## config.mk

```make
export PLATFORM = sky130hd
export DESIGN_NAME = lps_top
export DESIGN_NICKNAME = d
export VERILOG_FILES = /design/src/rtl/lps_pkg.sv /design/src/rtl/lps_top.sv
export SDC_FILE = /design/constraint.sdc
export NUM_CORES = 1
export LEC_CHECK = 0
export ABC_AREA = 1
export BUFFER_PORTS_ARGS = -buffer_cell sky130_fd_sc_hd__buf_2
export CAP_MARGIN = 20
export CORE_MARGIN = 1.5
export CORE_UTILIZATION = 55
export CTS_CLUSTER_DIAMETER = 200
export CTS_CLUSTER_SIZE = 28
export DETAILED_ROUTE_END_ITERATION = 6
export MAX_ROUTING_LAYER = met4
export PLACE_DENSITY = 0.77
export SLEW_MARGIN = 20
export SYNTH_ARGS = -nofsm -noshare
export SYNTH_HDL_FRONTEND = slang
export SYNTH_SLANG_ARGS = --single-unit
```

## constraint.sdc

```tcl
create_clock -name clk_i -period 4.9 [get_ports clk_i]
set_input_delay 0.735 -clock clk_i [delete_from_list [all_inputs] [get_ports clk_i]]
set_output_delay 0.735 -clock clk_i [all_outputs]
set_load 0.1 [all_outputs]
```

## src/rtl/lps_pkg.sv

```systemverilog
package lps_pkg;
	// command codes and cdb byte positions
	localparam logic [7:0] LPS_OP_SELECT = 8'h4c;
	localparam logic [7:0] LPS_OP_SENSE = 8'h4d;
	localparam int LPS_B_OP = 0;
	localparam int LPS_B_FLAGS = 1;
	localparam int LPS_B_PAGE = 2;
	localparam int LPS_B_SUB = 3;
	localparam int LPS_B_PTR_HI = 5;
	localparam int LPS_B_PTR_LO = 6;
	localparam int LPS_B_LEN_HI = 7;
	localparam int LPS_B_LEN_LO = 8;
	localparam int LPS_BIT_SAVE = 0;
	localparam int LPS_BIT_RESET = 1;
	localparam int LPS_BIT_POINTER = 1;
	localparam int LPS_PC_LSB = 6;
	localparam int LPS_PAGE_W = 6;
	// page control and format-and-linking codes
	localparam logic [1:0] LPS_PC_CUR = 2'h1;
	localparam logic [1:0] LPS_PC_DEF = 2'h3;
	localparam logic [1:0] LPS_FL_ASCII = 2'h1;
	localparam logic [1:0] LPS_FL_BINARY = 2'h3;
	localparam logic [15:0] LPS_MAX_LEN = 16'h00ff;
	localparam logic [15:0] LPS_HDR_LEN = 16'h0004;
	localparam logic [5:0] LPS_PG_START_STOP = 6'h0e;
	localparam logic [5:0] LPS_PG_APP_CLIENT = 6'h0f;
	localparam int LPS_NUM_SUP = 16;
	localparam logic [15:0][5:0] LPS_SUP_PAGES = {6'h37, 6'h30, 6'h2f, 6'h1a, 6'h19, 6'h18,
		6'h15, 6'h10, 6'h0f, 6'h0e, 6'h0d, 6'h06, 6'h05, 6'h03, 6'h02, 6'h00};
	localparam int LPS_NUM_CLR = 8;
	localparam logic [7:0][5:0] LPS_CLR_PAGES = {6'h37, 6'h30, 6'h18, 6'h15,
		6'h06, 6'h05, 6'h03, 6'h02};
	localparam int LPS_NUM_INIT = 8;
	localparam int LPS_IID_W = 3;
	// sense answers
	localparam logic [3:0] LPS_KEY_NONE = 4'h0;
	localparam logic [3:0] LPS_KEY_ILLEGAL = 4'h5;
	localparam logic [7:0] LPS_ASC_NONE = 8'h00;
	localparam logic [7:0] LPS_ASC_CDB = 8'h24;
	localparam logic [7:0] LPS_ASC_PLIST = 8'h26;
	// wishbone register map and fields
	localparam logic [3:0] LPS_REG_STATUS = 4'h0;
	localparam logic [3:0] LPS_REG_UA = 4'h4;
	localparam logic [3:0] LPS_REG_CTRL = 4'h8;
	localparam int LPS_ST_ASC_LSB = 0;
	localparam int LPS_ST_KEY_LSB = 8;
	localparam int LPS_ST_CHK_BIT = 12;
	localparam int LPS_ST_BUSY_BIT = 31;
	localparam logic [3:0] LPS_PORT_RST = 4'h0;

	typedef enum logic [3:0] {
		LPS_ST_IDLE = 4'b0001,
		LPS_ST_RECV = 4'b0010,
		LPS_ST_SEND = 4'b0100,
		LPS_ST_END = 4'b1000
	} lps_st_t;

	typedef enum logic [2:0] {
		LPS_PH_PAGE = 3'b001,
		LPS_PH_PRM = 3'b010,
		LPS_PH_DATA = 3'b100
	} lps_ph_t;

	typedef logic [9:0][7:0] lps_cdb_t;

	typedef struct packed {
		logic [5:0] page;
		logic [15:0] code;
		logic [7:0] data;
	} lps_wr_t;

	typedef struct packed {
		logic check;
		logic [3:0] key;
		logic [7:0] asc;
	} lps_sts_t;
endpackage

```

## src/rtl/lps_top.sv

```systemverilog
`timescale 1ns/1ps
`default_nettype none

module lps_top (
	// clock and reset
	input wire logic clk_i,
	input wire logic rst_i,
	// command block
	input wire logic cdb_valid_i,
	input wire lps_pkg::lps_cdb_t cdb_i,
	input wire logic [lps_pkg::LPS_IID_W-1:0] cdb_iid_i,
	output logic cdb_ready_o,
	output logic done_o,
	output lps_pkg::lps_sts_t sts_o,
	// parameter list bytes
	input wire logic dout_valid_i,
	input wire logic [7:0] dout_data_i,
	output logic dout_ready_o,
	// log page source and data-in bytes
	output logic [lps_pkg::LPS_PAGE_W-1:0] log_page_o,
	output logic [1:0] log_pc_o,
	output logic [15:0] param_ptr_o,
	input wire logic src_valid_i,
	input wire logic [7:0] src_data_i,
	input wire logic src_last_i,
	output logic src_ready_o,
	output logic din_valid_o,
	output logic [7:0] din_data_o,
	// log store
	output logic wr_valid_o,
	output lps_pkg::lps_wr_t wr_o,
	output logic save_o,
	output logic clr_valid_o,
	output logic [lps_pkg::LPS_NUM_CLR-1:0] clr_mask_o,
	output logic clr_cur_o,
	output logic clr_def_o,
	output logic [3:0] clr_port_o,
	output logic [lps_pkg::LPS_NUM_INIT-1:0] ua_o,
	// wishbone slave
	input wire logic wb_cyc_i,
	input wire logic wb_stb_i,
	input wire logic wb_we_i,
	input wire logic [3:0] wb_adr_i,
	input wire logic [3:0] wb_sel_i,
	input wire logic [31:0] wb_dat_i,
	output logic [31:0] wb_dat_o,
	output logic wb_ack_o
);
	typedef struct packed {
		lps_pkg::lps_st_t st;
		lps_pkg::lps_ph_t ph;
		logic [1:0] pos;
		logic sp;
		logic [1:0] pc;
		logic [5:0] page;
		logic [lps_pkg::LPS_IID_W-1:0] iid;
		logic [15:0] len;
		logic [15:0] cnt;
		logic [15:0] ptr;
		logic first;
		logic [5:0] prev_page;
		logic [15:0] exp_code;
		logic [7:0] code_hi;
		logic [1:0] fl;
		logic [15:0] page_rem;
		logic [7:0] prm_rem;
		lps_pkg::lps_sts_t sts;
		logic done;
		logic cdb_rdy;
		logic dout_rdy;
		logic src_rdy;
		logic din_valid;
		logic [7:0] din_data;
		logic wr_valid;
		lps_pkg::lps_wr_t wr;
		logic clr_valid;
		logic [lps_pkg::LPS_NUM_CLR-1:0] clr_mask;
		logic clr_cur;
		logic clr_def;
		logic save;
		logic [lps_pkg::LPS_NUM_INIT-1:0] ua;
		logic [3:0] port;
		logic ack;
		logic [31:0] dat;
	} lps_state_t;

	lps_state_t s_q;
	lps_state_t s_d;
	logic [lps_pkg::LPS_NUM_SUP-1:0] sup_hit;
	logic [lps_pkg::LPS_NUM_CLR-1:0] clr_hit;

	// page lookups against the supported and clearable lists
	genvar gi;
	generate
		for (gi = 0; gi < lps_pkg::LPS_NUM_SUP; gi++)
		begin : g_sup
			assign sup_hit[gi] = cdb_i[lps_pkg::LPS_B_PAGE][5:0] == lps_pkg::LPS_SUP_PAGES[gi];
			if (gi < lps_pkg::LPS_NUM_CLR)
			begin : g_clr
				assign clr_hit[gi] = cdb_i[lps_pkg::LPS_B_PAGE][5:0] == lps_pkg::LPS_CLR_PAGES[gi];
			end
		end
	endgenerate

	always_comb
	begin
		logic [7:0] op;
		logic [1:0] pc;
		logic [5:0] pg;
		logic [15:0] len;
		logic reset_bit;
		logic save_bit;
		logic bad;
		logic err;
		logic [lps_pkg::LPS_NUM_INIT-1:0] others;
		op = cdb_i[lps_pkg::LPS_B_OP];
		pc = cdb_i[lps_pkg::LPS_B_PAGE][lps_pkg::LPS_PC_LSB +: 2];
		pg = cdb_i[lps_pkg::LPS_B_PAGE][5:0];
		len = {cdb_i[lps_pkg::LPS_B_LEN_HI], cdb_i[lps_pkg::LPS_B_LEN_LO]};
		reset_bit = cdb_i[lps_pkg::LPS_B_FLAGS][lps_pkg::LPS_BIT_RESET];
		save_bit = cdb_i[lps_pkg::LPS_B_FLAGS][lps_pkg::LPS_BIT_SAVE];
		bad = 1'b0;
		err = 1'b0;
		others = ~(8'h01 << s_q.iid);
		s_d = s_q;
		s_d.done = 1'b0;
		s_d.din_valid = 1'b0;
		s_d.wr_valid = 1'b0;
		s_d.clr_valid = 1'b0;
		s_d.save = 1'b0;

		// wishbone: one wait state, write lands on the acked edge
		s_d.ack = wb_cyc_i && wb_stb_i && !s_q.ack;
		if (wb_cyc_i && wb_stb_i && !s_q.ack)
		begin
			s_d.dat = 32'h0000_0000;
			if (wb_adr_i == lps_pkg::LPS_REG_STATUS)
			begin
				s_d.dat[lps_pkg::LPS_ST_ASC_LSB +: 8] = s_q.sts.asc;
				s_d.dat[lps_pkg::LPS_ST_KEY_LSB +: 4] = s_q.sts.key;
				s_d.dat[lps_pkg::LPS_ST_CHK_BIT] = s_q.sts.check;
				s_d.dat[lps_pkg::LPS_ST_BUSY_BIT] = s_q.st != lps_pkg::LPS_ST_IDLE;
			end
			else if (wb_adr_i == lps_pkg::LPS_REG_UA)
				s_d.dat[7:0] = s_q.ua;
			else if (wb_adr_i == lps_pkg::LPS_REG_CTRL)
				s_d.dat[3:0] = s_q.port;
		end
		if (wb_cyc_i && wb_stb_i && s_q.ack && wb_we_i && wb_sel_i[0])
		begin
			if (wb_adr_i == lps_pkg::LPS_REG_UA)
				s_d.ua = s_q.ua & ~wb_dat_i[7:0];
			else if (wb_adr_i == lps_pkg::LPS_REG_CTRL)
				s_d.port = wb_dat_i[3:0];
		end

		unique case (s_q.st)
			lps_pkg::LPS_ST_IDLE:
			if (cdb_valid_i && s_q.cdb_rdy && (op == lps_pkg::LPS_OP_SELECT
				|| op == lps_pkg::LPS_OP_SENSE))
			begin
				s_d.cdb_rdy = 1'b0;
				s_d.iid = cdb_iid_i;
				s_d.sp = save_bit;
				s_d.pc = pc;
				s_d.page = pg;
				s_d.len = len;
				s_d.cnt = 16'h0000;
				s_d.sts = '{1'b0, lps_pkg::LPS_KEY_NONE, lps_pkg::LPS_ASC_NONE};
				s_d.st = lps_pkg::LPS_ST_END;
				others = ~(8'h01 << cdb_iid_i);
				if (op == lps_pkg::LPS_OP_SELECT)
				begin
					if (len > lps_pkg::LPS_MAX_LEN)
						bad = 1'b1;
					else if (len != 16'h0000 && reset_bit)
						bad = 1'b1;
					else if (len != 16'h0000 && !save_bit)
						bad = 1'b1;
					else if (len != 16'h0000 && pc == lps_pkg::LPS_PC_DEF)
						bad = 1'b1;
					else if (len != 16'h0000 && (pg != 6'h00
						|| cdb_i[lps_pkg::LPS_B_SUB] != 8'h00))
						bad = 1'b1;
					else if (!(|sup_hit))
						bad = 1'b1;
					if (!bad && len != 16'h0000)
					begin
						s_d.st = lps_pkg::LPS_ST_RECV;
						s_d.dout_rdy = 1'b1;
						s_d.ph = lps_pkg::LPS_PH_PAGE;
						s_d.pos = 2'h0;
						s_d.first = 1'b1;
					end
					else if (!bad)
					begin
						s_d.clr_valid = 1'b1;
						s_d.clr_mask = (pg == 6'h00) ? '1 : clr_hit;
						s_d.clr_cur = reset_bit;
						s_d.clr_def = pc == lps_pkg::LPS_PC_DEF;
						if (reset_bit || pc == lps_pkg::LPS_PC_DEF)
						begin
							s_d.ua = s_d.ua | others;
							s_d.save = save_bit;
						end
					end
				end
				else
				begin
					s_d.ptr = {cdb_i[lps_pkg::LPS_B_PTR_HI], cdb_i[lps_pkg::LPS_B_PTR_LO]};
					if (cdb_i[lps_pkg::LPS_B_FLAGS][lps_pkg::LPS_BIT_POINTER])
						bad = 1'b1;
					else if (pc != lps_pkg::LPS_PC_CUR && pc != lps_pkg::LPS_PC_DEF)
						bad = 1'b1;
					else if (!(|sup_hit))
						bad = 1'b1;
					if (!bad)
					begin
						s_d.save = save_bit;
						if (len != 16'h0000)
						begin
							s_d.st = lps_pkg::LPS_ST_SEND;
							s_d.src_rdy = 1'b1;
						end
					end
				end
				if (bad)
					s_d.sts = '{1'b1, lps_pkg::LPS_KEY_ILLEGAL, lps_pkg::LPS_ASC_CDB};
			end
			lps_pkg::LPS_ST_RECV:
			if (dout_valid_i && s_q.dout_rdy)
			begin
				s_d.cnt = s_q.cnt + 16'h0001;
				s_d.pos = s_q.pos + 2'h1;
				unique case (s_q.ph)
					lps_pkg::LPS_PH_PAGE:
					begin
						if (s_q.pos == 2'h0)
						begin
							err = !s_q.first && dout_data_i[5:0] <= s_q.prev_page;
							s_d.page = dout_data_i[5:0];
						end
						if (s_q.pos == 2'h2)
							s_d.page_rem[15:8] = dout_data_i;
						if (s_q.pos == 2'h3)
						begin
							s_d.page_rem[7:0] = dout_data_i;
							err = s_d.page_rem > s_q.len - s_q.cnt - 16'h0001;
							s_d.first = 1'b0;
							s_d.prev_page = s_q.page;
							s_d.exp_code = 16'h0000;
							if (s_d.page_rem != 16'h0000)
								s_d.ph = lps_pkg::LPS_PH_PRM;
						end
					end
					lps_pkg::LPS_PH_PRM:
					begin
						s_d.page_rem = s_q.page_rem - 16'h0001;
						if (s_q.pos == 2'h0)
						begin
							err = s_q.page_rem < lps_pkg::LPS_HDR_LEN;
							s_d.code_hi = dout_data_i;
						end
						if (s_q.pos == 2'h1)
							err = {s_q.code_hi, dout_data_i} != s_q.exp_code;
						if (s_q.pos == 2'h2)
							s_d.fl = dout_data_i[1:0];
						if (s_q.pos == 2'h3)
						begin
							s_d.prm_rem = dout_data_i;
							err = {8'h00, dout_data_i} > s_d.page_rem;
							if (dout_data_i != 8'h00)
								s_d.ph = lps_pkg::LPS_PH_DATA;
							else
							begin
								s_d.exp_code = s_q.exp_code + 16'h0001;
								if (s_d.page_rem == 16'h0000)
									s_d.ph = lps_pkg::LPS_PH_PAGE;
							end
						end
					end
					lps_pkg::LPS_PH_DATA:
					begin
						s_d.pos = 2'h0;
						s_d.page_rem = s_q.page_rem - 16'h0001;
						s_d.prm_rem = s_q.prm_rem - 8'h01;
						// list parameters bypass the page-control gate
						if ((s_q.page == lps_pkg::LPS_PG_START_STOP
							|| s_q.page == lps_pkg::LPS_PG_APP_CLIENT)
							&& (s_q.pc != lps_pkg::LPS_PC_DEF || s_q.fl == lps_pkg::LPS_FL_ASCII
							|| s_q.fl == lps_pkg::LPS_FL_BINARY))
						begin
							s_d.wr_valid = 1'b1;
							s_d.wr = '{s_q.page, s_q.exp_code, dout_data_i};
						end
						if (s_q.prm_rem == 8'h01)
						begin
							s_d.exp_code = s_q.exp_code + 16'h0001;
							s_d.ph = (s_q.page_rem == 16'h0001) ? lps_pkg::LPS_PH_PAGE
								: lps_pkg::LPS_PH_PRM;
						end
					end
					default:
						err = 1'b1;
				endcase
				// list must end exactly on a page boundary
				if (!err && s_d.cnt == s_q.len)
					err = !(s_d.ph == lps_pkg::LPS_PH_PAGE && s_d.pos == 2'h0);
				if (err)
				begin
					s_d.sts = '{1'b1, lps_pkg::LPS_KEY_ILLEGAL, lps_pkg::LPS_ASC_PLIST};
					s_d.dout_rdy = 1'b0;
					s_d.st = lps_pkg::LPS_ST_END;
				end
				else if (s_d.cnt == s_q.len)
				begin
					s_d.dout_rdy = 1'b0;
					s_d.st = lps_pkg::LPS_ST_END;
					s_d.ua = s_d.ua | others;
					s_d.save = s_q.sp;
				end
			end
			lps_pkg::LPS_ST_SEND:
			if (src_valid_i && s_q.src_rdy)
			begin
				s_d.din_valid = 1'b1;
				s_d.din_data = src_data_i;
				s_d.cnt = s_q.cnt + 16'h0001;
				if (s_d.cnt == s_q.len || src_last_i)
				begin
					s_d.src_rdy = 1'b0;
					s_d.st = lps_pkg::LPS_ST_END;
				end
			end
			lps_pkg::LPS_ST_END:
			begin
				s_d.done = 1'b1;
				s_d.cdb_rdy = 1'b1;
				s_d.st = lps_pkg::LPS_ST_IDLE;
			end
			default:
				s_d.st = lps_pkg::LPS_ST_IDLE;
		endcase
	end

	always_ff @(posedge clk_i)
	begin
		if (rst_i)
		begin
			s_q <= '0;
			s_q.st <= lps_pkg::LPS_ST_IDLE;
			s_q.ph <= lps_pkg::LPS_PH_PAGE;
			s_q.cdb_rdy <= 1'b1;
			s_q.port <= lps_pkg::LPS_PORT_RST;
		end
		else
			s_q <= s_d;
	end

	assign cdb_ready_o = s_q.cdb_rdy;
	assign done_o = s_q.done;
	assign sts_o = s_q.sts;
	assign dout_ready_o = s_q.dout_rdy;
	assign log_page_o = s_q.page;
	assign log_pc_o = s_q.pc;
	assign param_ptr_o = s_q.ptr;
	assign src_ready_o = s_q.src_rdy;
	assign din_valid_o = s_q.din_valid;
	assign din_data_o = s_q.din_data;
	assign wr_valid_o = s_q.wr_valid;
	assign wr_o = s_q.wr;
	assign save_o = s_q.save;
	assign clr_valid_o = s_q.clr_valid;
	assign clr_mask_o = s_q.clr_mask;
	assign clr_cur_o = s_q.clr_cur;
	assign clr_def_o = s_q.clr_def;
	assign clr_port_o = s_q.port;
	assign ua_o = s_q.ua;
	assign wb_dat_o = s_q.dat;
	assign wb_ack_o = s_q.ack;

	logic cmd_take;
	assign cmd_take = cdb_valid_i && s_q.cdb_rdy && s_q.st == lps_pkg::LPS_ST_IDLE;
endmodule

`default_nettype wire

```

==> flow_summary.yaml, run 1 <==
synthesis:
  async_flop_share_pct: 0
  synth_warnings: 0
  post_synth.cell_area_avg_um2: 6.84
  ys.flop_type: "sky130_fd_sc_hd__dfxtp_1"
  post_synthesis_cell_area_mm2: 0.0126
  count_of_different_cell_masters_after_synthesis: 50
  post_synth_edffs: 0
  synth-seq-area-share_pct: 32.7
  ys_ff_latch: 206
  postSynthCellCount: 1842
pwr:
  power_per_cell_area_mw_per_mm2: 225
  total_leakage_power_nw: 6.15
  irDropWorstVdd_uv: 176
global_route:
  global_router_s_overall_resource_usage_pct: 28.1
  gr-total-overflow: 0
  first_global_vias: 10800
  grt_pass1_wl_um: 53300
  antenna_violations_before_repair: 1
  grt_start_max_net_pins: 89
sta:
  layout_worst_path_cycle_share_pct: 87.6
  finalCriticalPeriod_ps: 4290
  timing.fmax_mhz: 233
  setup_violations_final: 0
  tns_ps: 0
  max_slew.worst_pin.slew_ps: 1050
  finalHoldViolCount: 0
  max_slew_violation_count: 0
  rsz0062_at_grt: "false"
  clock_skew_ps: 21.8
  slew_headroom_pct: 30.0
  worst_hold_slack_ps: 449
detailed_routing:
  wirelength_um: 33400
  drtIter0Drc: 950
  post-route-drc-count: 0
  dr_total_vias: 11900
  drt_pre_antenna_iters: 5
  vias_per_cell: 5.42
  detail-route-antenna-nets: 0
  routed_wirelength_normalized_by_instance_count_um: 15.1
floorplan:
  die_w_um: 154
  die_area_mm2: 0.0238
  start_util_pct: 55.8
  core_region_area_mm2: 0.0226
  chipHeight_um: 154
  floorplan.io_pins: 286
  placementRows: 55
setup_path:
  cp_slowest_stage_delay_ps: 430
  critPathArrivalTime_ps: 4670
  cpMaxStageDelayCell: "sky130_fd_sc_hd__dfxtp_1"
  cp-end-kind: "register"
  critPathMaxFanout: 6
  timing.critical_path.required_ps: 5280
  cpMostUsedCell: "sky130_fd_sc_hd__nand2_1"
  kind_of_start_point_of_the_critical_path: "register"
  criticalPathCategory: "register to register"
cts:
  cts_tree: "done"
  number_of_buffers_inserted_for_hold_repair_after_clock_tree_synthesis: 0
  clk_root_buf: "sky130_fd_sc_hd__clkbuf_16"
  htreeDepth: 1
  clk_transition_reported_paths_ps: 100
  cts.sinks: 206
  worst_skew_pair.late_latency_ps: 490
  max-clock-path-buffers: 3
  clock_buffer_count_from_cts: 11
finish:
  utilization_pct: 59.0
  drive_gt1_share_pct: 13.8
  final_cell_mix: "sky130_fd_sc_hd__nand2_1 (311), sky130_fd_sc_hd__nor2_1 (221), sky130_fd_sc_hd__inv_1 (219), sky130_fd_sc_hd__buf_2 (209), sky130_fd_sc_hd__dfxtp_1 (206)"
  mostFrequentLayoutCell: "sky130_fd_sc_hd__nand2_1"
  nets: 2124
  synthToLayoutAreaGrowth_pct: 5.77
  fillers: 2207
worst_hold_path:
  worstHoldPathType: "register to register"
place:
  dpl.hpwl_um: 25000
  portBuffers: 209
  gpl.final_weighted_congestion: 0.932
flow_run:
  drv_cap: 0
outcome:
  outcome: "finished clean"
-- final timing paths --
kind / from / to / depth (start not counted) / slack [ps]
max: s_q[189] / sts_o[10] / 31 / 610
min: param_ptr_o[6] / param_ptr_o[6] / 2 / 450
max reg2reg: s_q[189] / sts_o[10] / 31 / 610
min reg2reg: param_ptr_o[6] / param_ptr_o[6] / 2 / 450
-- through the flow --
stage                     std cells  total power [mW]  setup WS [ps]  instance area, µm²
after floorplan                1868              1.97           1230               12700
after global placement         2192              2.04            688               13000
after detailed placement       2192              2.05            557               13000
after CTS                      2204              3.02            526               13300
after global routing           2205              3.11           79.8               13300
final                          2205              3.00            606               13300
-- routing by layer --
layer / up-vias / track usage (%) / wire length [µm]
met3: 80 / 3.89 / 2170
met4: 0 / 11.0 / 1180
met5: - / - / 0
li1: 6065 / - / -
met1: 5372 / 34.3 / 14200
met2: 429 / 47.1 / 15800
-- sequential cells by signal, indices dropped and copies added, names as in the netlist, 2 cells and up --
register     cells
din_data_o       8
log_pc_o         2
clr_port_o       4
sts_o            2
wb_dat_o        10
clr_mask_o       8
s_q            101
param_ptr_o     16
log_page_o       6
wr_o            30
ua_o             8
-- Yosys cell counts (all sizes together), types with 35 or more instances --
cell type,number,share of area [%]
nor3,35,1.5
nor2,230,7.3
dfxtp,206,33
clkbuf,47,1.4
inv,223,6.6
buf,132,7.7
o21ai,142,5.6
a211oi,42,2.5
nand2,314,9.5
ha,55,5.5
nand3,114,4.6
a21oi,148,5.9
-- cell type report --
class | instances | area (µm²) | share of cell area, %
repair buffers | 218 | 1110 | 8.36
flip-flops and latches | 206 | 4120 | 30.9
well taps | 285 | 357 | 2.68
multi-input cells | 1257 | 6590 | 49.4
clock inverters | 1 | 20.0 | 0.150
diodes | 1 | 2.50 | 0.0188
inverters | 226 | 848 | 6.37
clock buffers | 11 | 275 | 2.07
-- power breakdown --
group,total (mW),internal [mW],leakage [nW],switching (mW)
Combinational,0.330,0.0709,4.35,0.259
Clock,0.990,0.419,0.145,0.571
Sequential,1.68,1.68,1.66,0.00414
-- worst max-delay path: cells and delay by family, from the launching register on --
family                   cells  cell delay, ps
XOR/XNOR                     1             150
AO/OA/AOI/OAI                7            1300
adder cells (fa/ha/maj)      2             640
flip-flops                   1             430
buffers and inverters        1              90
AND/OR/NAND/NOR             20            1540
-- repair_timing --
| item | CTS | global route |
|---|---|---|
| setup endpoints to repair | 0 | 1 |
| resized for setup | 0 | 1 |
| hold endpoints to repair | 0 | 0 |
| buffers inserted | 0 | 0 |
-- kinds of logic (layout without fill, tap and decap cells) --
| family | after synthesis | count (layout) | share of synthesized area, % |
|---|---|---|---|
| and+or+nand+nor | 752 | 752 | 25.9 |
| buffers and inverters | 405 | 456 | 15.9 |
| AOI/OAI and AO/OA | 380 | 380 | 16.8 |
| DFF | 206 | 206 | 32.7 |
| adders and majority gates | 56 | 56 | 5.62 |
| xor gates and xnor gates | 42 | 42 | 3.03 |
| other | 1 | 28 | 0.0298 |
No activity file was read; power rests on OpenSTA's default activity.
==> run 2, diff against run 1 <==
Settings changed: CORE_MARGIN 1.5 to default, MAX_ROUTING_LAYER met4 to default.
==> flow_summary.yaml, run 2 (synthesis gave the netlist of run 1 again) <==
global_route:
  gr-total-overflow: 0
  global_router_s_overall_resource_usage_pct: 27.0
  grt_pass1_wl_um: 52300
  first_global_vias: 10700
  grt_start_max_net_pins: 79
  antenna_violations_before_repair: 0
outcome:
  outcome: "finished clean"
setup_path:
  timing.critical_path.required_ps: 5280
  criticalPathCategory: "register to register"
  cp-end-kind: "register"
  reg2reg_depth: 31
  reg2reg_from: "s_q[189]"
  critPathMaxFanout: 6
  worst-r2r-setup-slack_ps: 460
  kind_of_start_point_of_the_critical_path: "register"
  critPathArrivalTime_ps: 4820
  cpMaxStageDelayCell: "sky130_fd_sc_hd__dfxtp_1"
  cp_slowest_stage_delay_ps: 440
  cpMostUsedCell: "sky130_fd_sc_hd__nand2_1"
  rr_endpoint: "sts_o[10]"
sta:
  rsz0062_at_grt: "false"
  setup_violations_final: 0
  tns_ps: 0
  max_slew_violation_count: 0
  layout_worst_path_cycle_share_pct: 90.6
  slew_headroom_pct: 31.0
  timing.fmax_mhz: 225
  max_slew.worst_pin.slew_ps: 1030
  setup_ws_ps: 459
  clock_skew_ps: 30.3
  finalCriticalPeriod_ps: 4440
  finalHoldViolCount: 0
  worst_hold_slack_ps: 450
pwr:
  power_switching_uw: 833
  total_leakage_power_nw: 6.15
  combPwrFrac_pct: 11.0
  power.share.sequential_pct: 56.1
  power_frac_clock_pct: 33.0
  power_per_cell_area_mw_per_mm2: 225
  irDropWorstVdd_uv: 303
  p_int_mw: 2.17
  p_sw_share_pct: 27.7
finish:
  drive_gt1_share_pct: 13.7
  n_antenna_cell: 0
  synthToLayoutAreaGrowth_pct: 5.85
  storage_element_area_mm2: 0.00412
  mostFrequentLayoutCell: "sky130_fd_sc_hd__nand2_1"
  largest_register_ffs: 101
  nets: 2123
  multiInputGateArea_mm2: 0.00659
  final_area_mm2: 0.0133
  fillers: 2161
  top_register: "s_q"
  final_cell_mix: "sky130_fd_sc_hd__nand2_1 (311), sky130_fd_sc_hd__nor2_1 (221), sky130_fd_sc_hd__inv_1 (219), sky130_fd_sc_hd__buf_2 (209), sky130_fd_sc_hd__dfxtp_1 (206)"
detailed_routing:
  routed_wirelength_normalized_by_instance_count_um: 14.8
  vias_per_cell: 5.44
  detail-route-antenna-nets: 0
  dr_total_vias: 12000
  drtIter0Drc: 878
  post-route-drc-count: 0
  drt_pre_antenna_iters: 6
  wirelength_um: 32600
cts:
  max-clock-path-buffers: 3
  number_of_buffers_inserted_for_hold_repair_after_clock_tree_synthesis: 0
  cts.sinks: 206
  post_cts_buffers: 0
  clk_transition_reported_paths_ps: 110
  clock_buffer_count_from_cts: 11
  clk_root_buf: "sky130_fd_sc_hd__clkbuf_16"
  htreeDepth: 1
  worst_skew_pair.late_latency_ps: 490
  cts_tree: "done"
  post_cts.resized_instances: 0
worst_hold_path:
  worst_hold_path_depth: 2
  timing.hold.worst_endpoint: "param_ptr_o[13]"
  worstHoldPathType: "register to register"
  hp-start: "param_ptr_o[13]"
place:
  dpl.hpwl_um: 24400
  gpl.final_weighted_congestion: 0.905
  portBuffers: 209
  detailedPlace.worstSlack_ps: 574
  dpl-instance-area_mm2: 0.0130
floorplan:
  chipHeight_um: 153
  core_region_area_mm2: 0.0226
  floorplan.io_pins: 286
  placementRows: 55
  die_area_mm2: 0.0235
  start_util_pct: 55.8
  die_w_um: 153
flow_run:
  drv_cap: 0
[run 2: cell types whose count changed in the layout (fill, tap and decap cells not counted)]
cell / delta
sky130_fd_sc_hd__diode_2: -1
sky130_fd_sc_hd__buf_16: +1
sky130_fd_sc_hd__buf_4: -2
sky130_fd_sc_hd__o21ai_1: -1
sky130_fd_sc_hd__o21ai_0: +1
[run 2: how the worst max path moves through the flow]
| stage | to | startpoint | cells past startpoint |
|---|---|---|---|
| detailed placement | sts_o[10] | s_q[189] | 31 |
| CTS | sts_o[10] | s_q[189] | 31 |
| floorplan | sts_o[10] | s_q[189] | 31 |
| finish | sts_o[10] | s_q[189] | 31 |
| global placement | sts_o[10] | s_q[189] | 31 |
| global route | sts_o[10] | s_q[189] | 31 |
[run 2: layout make-up]
cell class	count	share of cell area, %
repair buffers	217	8.44
well taps	285	2.67
clock inverters	1	0.150
flip-flops and latches	206	30.9
inverters	226	6.36
multi-input cells	1257	49.4
clock buffers	11	2.06
[run 2: metal layers]
layer | vias to the layer above | part of all wire, % | global-route usage, % | routed length (µm)
met5 | - | 0 | 0 | 0
met4 | 0 | 2.9 | 9.43 | 948
met3 | 72 | 5.8 | 3.35 | 1870
met2 | 382 | 48 | 46.7 | 15500
met1 | 5462 | 44 | 34.4 | 14200
li1 | 6068 | - | - | -
[run 2: worst max-delay path, delay by kind of cell, from the launching register on]
kind / cells / cell delay (ps)
xor gates and xnor gates: 1 / 170
and+or+nand+nor: 20 / 1660
DFF: 1 / 440
adders and majority gates: 2 / 650
buffers and inverters: 1 / 100
AOI/OAI and AO/OA: 7 / 1330
[run 2: stage by stage]
step,std cells,power [mW],util [%]
2_1_floorplan,1868,1.97,-
3_5_place_dp,2190,2.05,57.7
4_1_cts,2202,3.01,59.0
3_3_place_gp,2190,2.04,57.7
5_1_grt,2203,3.10,59.1
6_report,2203,3.00,59.1
[run 2: power groups by stage]
stage	combinational [mW]	sequential (mW)	clock, mW
after detailed placement	0.326	1.72	0
final	0.329	1.68	0.989
after CTS	0.327	1.68	1.00
after global placement	0.323	1.72	0
after floorplan	0.251	1.72	0
after global routing	0.353	1.68	1.06
==> run 3, diff against run 2 <==
Settings changed: PLACE_DENSITY 0.77 to default, PLACE_DENSITY_LB_ADDON from default to 0.3.
==> flow_summary.yaml, run 3 (synthesis gave the netlist of run 1 again) <==
global_route:
  antenna_violations_before_repair: 0
  grt_pass1_wl_um: 52000
  global_router_s_overall_resource_usage_pct: 26.8
  first_global_vias: 10800
  gr-total-overflow: 0
  grt_start_max_net_pins: 89
setup_path:
  worst-r2r-setup-slack_ps: 500
  kind_of_start_point_of_the_critical_path: "register"
  timing.critical_path.required_ps: 5280
  critPathArrivalTime_ps: 4770
  cpMostUsedCell: "sky130_fd_sc_hd__nand2_1"
  cp_slowest_stage_delay_ps: 430
  cpMaxStageDelayCell: "sky130_fd_sc_hd__dfxtp_1"
  critPathMaxFanout: 6
  cp-end-kind: "register"
  criticalPathCategory: "register to register"
floorplan:
  die_area_mm2: 0.0235
  start_util_pct: 55.8
  core_region_area_mm2: 0.0226
  floorplan.io_pins: 286
  die_w_um: 153
  placementRows: 55
  chipHeight_um: 153
finish:
  final-instance-count-excl-fill: 2203
  final_cell_mix: "sky130_fd_sc_hd__nand2_1 (311), sky130_fd_sc_hd__nor2_1 (221), sky130_fd_sc_hd__inv_1 (219), sky130_fd_sc_hd__buf_2 (209), sky130_fd_sc_hd__dfxtp_1 (206)"
  top_register: "s_q"
  drive_gt1_share_pct: 13.7
  synthToLayoutAreaGrowth_pct: 5.69
  fillers: 2196
  mostFrequentLayoutCell: "sky130_fd_sc_hd__nand2_1"
  nets: 2123
  final_area_mm2: 0.0133
  utilization_pct: 59.0
  largest_register_ffs: 101
  n_antenna_cell: 0
place:
  dpl-instance-area_mm2: 0.0130
  dpl.hpwl_um: 24500
  placed_cells: 2191
  detailedPlace.worstSlack_ps: 577
  portBuffers: 209
  gpl.final_weighted_congestion: 0.929
pwr:
  power_switching_uw: 818
  total_leakage_power_nw: 6.15
  irDropWorstVdd_uv: 264
  power_per_cell_area_mw_per_mm2: 224
  power_frac_clock_pct: 32.6
  combPwrFrac_pct: 11.0
  p_sw_share_pct: 27.4
  power.share.sequential_pct: 56.3
  p_int_mw: 2.17
  p_total_mw: 2.99
cts:
  max-clock-path-buffers: 3
  post_cts.resized_instances: 0
  clock_buffer_count_from_cts: 11
  clk_transition_reported_paths_ps: 110
  clk_root_buf: "sky130_fd_sc_hd__clkbuf_16"
  htreeDepth: 1
  worst_skew_pair.late_latency_ps: 480
  post_cts_buffers: 0
  cts.sinks: 206
  number_of_buffers_inserted_for_hold_repair_after_clock_tree_synthesis: 0
  cts_tree: "done"
sta:
  timing.fmax_mhz: 228
  layout_worst_path_cycle_share_pct: 89.7
  max_slew_violation_count: 0
  max_slew.worst_pin.slew_ps: 1110
  setup_violations_final: 0
  rsz0062_at_grt: "false"
  worst_hold_slack_ps: 450
  slew_headroom_pct: 26.1
  setup_ws_ps: 505
  clock_skew_ps: 30.2
  tns_ps: 0
  finalCriticalPeriod_ps: 4400
  finalHoldViolCount: 0
outcome:
  outcome: "finished clean"
detailed_routing:
  vias_per_cell: 5.45
  wirelength_um: 32500
  post-route-drc-count: 0
  drt_pre_antenna_iters: 7
  detail-route-antenna-nets: 0
  drtIter0Drc: 1001
  dr_total_vias: 12000
  routed_wirelength_normalized_by_instance_count_um: 14.7
worst_hold_path:
  worstHoldPathType: "register to register"
flow_run:
  drv_cap: 0
run 3: cell counts in the layout (fill, tap and decap cells not counted):
No cell type changed its count.
run 3: worst max-delay path: cells and delay by family (launching register included):
kind,cells,cell delay [ps]
simple gates,20,1570
compound gates,7,1370
fa+ha+maj,2,630
flops,1,430
xor+xnor,1,160
buf+inv,1,90
run 3: per-layer routing:
metal	wire length, µm	part of all wire, %	track usage, %
met3	1730	5.3	3.18
met1	14200	44	33.6
met4	1330	4.1	11.3
met5	0	0	0
met2	15200	47	46.3
run 3: area by class of cell:
class                   count  area (µm²)  area share (%)
inverters                 226         848            6.37
repair buffers            217        1110            8.31
clock buffers              11         275            2.07
well taps                 285         357            2.68
flip-flops and latches    206        4120            31.0
multi-input cells        1257        6590            49.5
clock inverters             1        20.0           0.150
run 3: path summary, 6_finish.rpt:
kind                   from              to  cells after the start
min reg2reg  param_ptr_o[8]  param_ptr_o[8]                      2
max                s_q[189]       sts_o[10]                     31
min          param_ptr_o[8]  param_ptr_o[8]                      2
max reg2reg        s_q[189]       sts_o[10]                     31
run 3: power groups by stage:
stage | clock network [mW] | logic [mW] | registers [mW]
2_1_floorplan | 0 | 0.251 | 1.72
3_3_place_gp | 0 | 0.322 | 1.72
3_5_place_dp | 0 | 0.325 | 1.72
4_1_cts | 1.00 | 0.326 | 1.68
5_1_grt | 1.05 | 0.353 | 1.68
6_report | 0.974 | 0.329 | 1.68
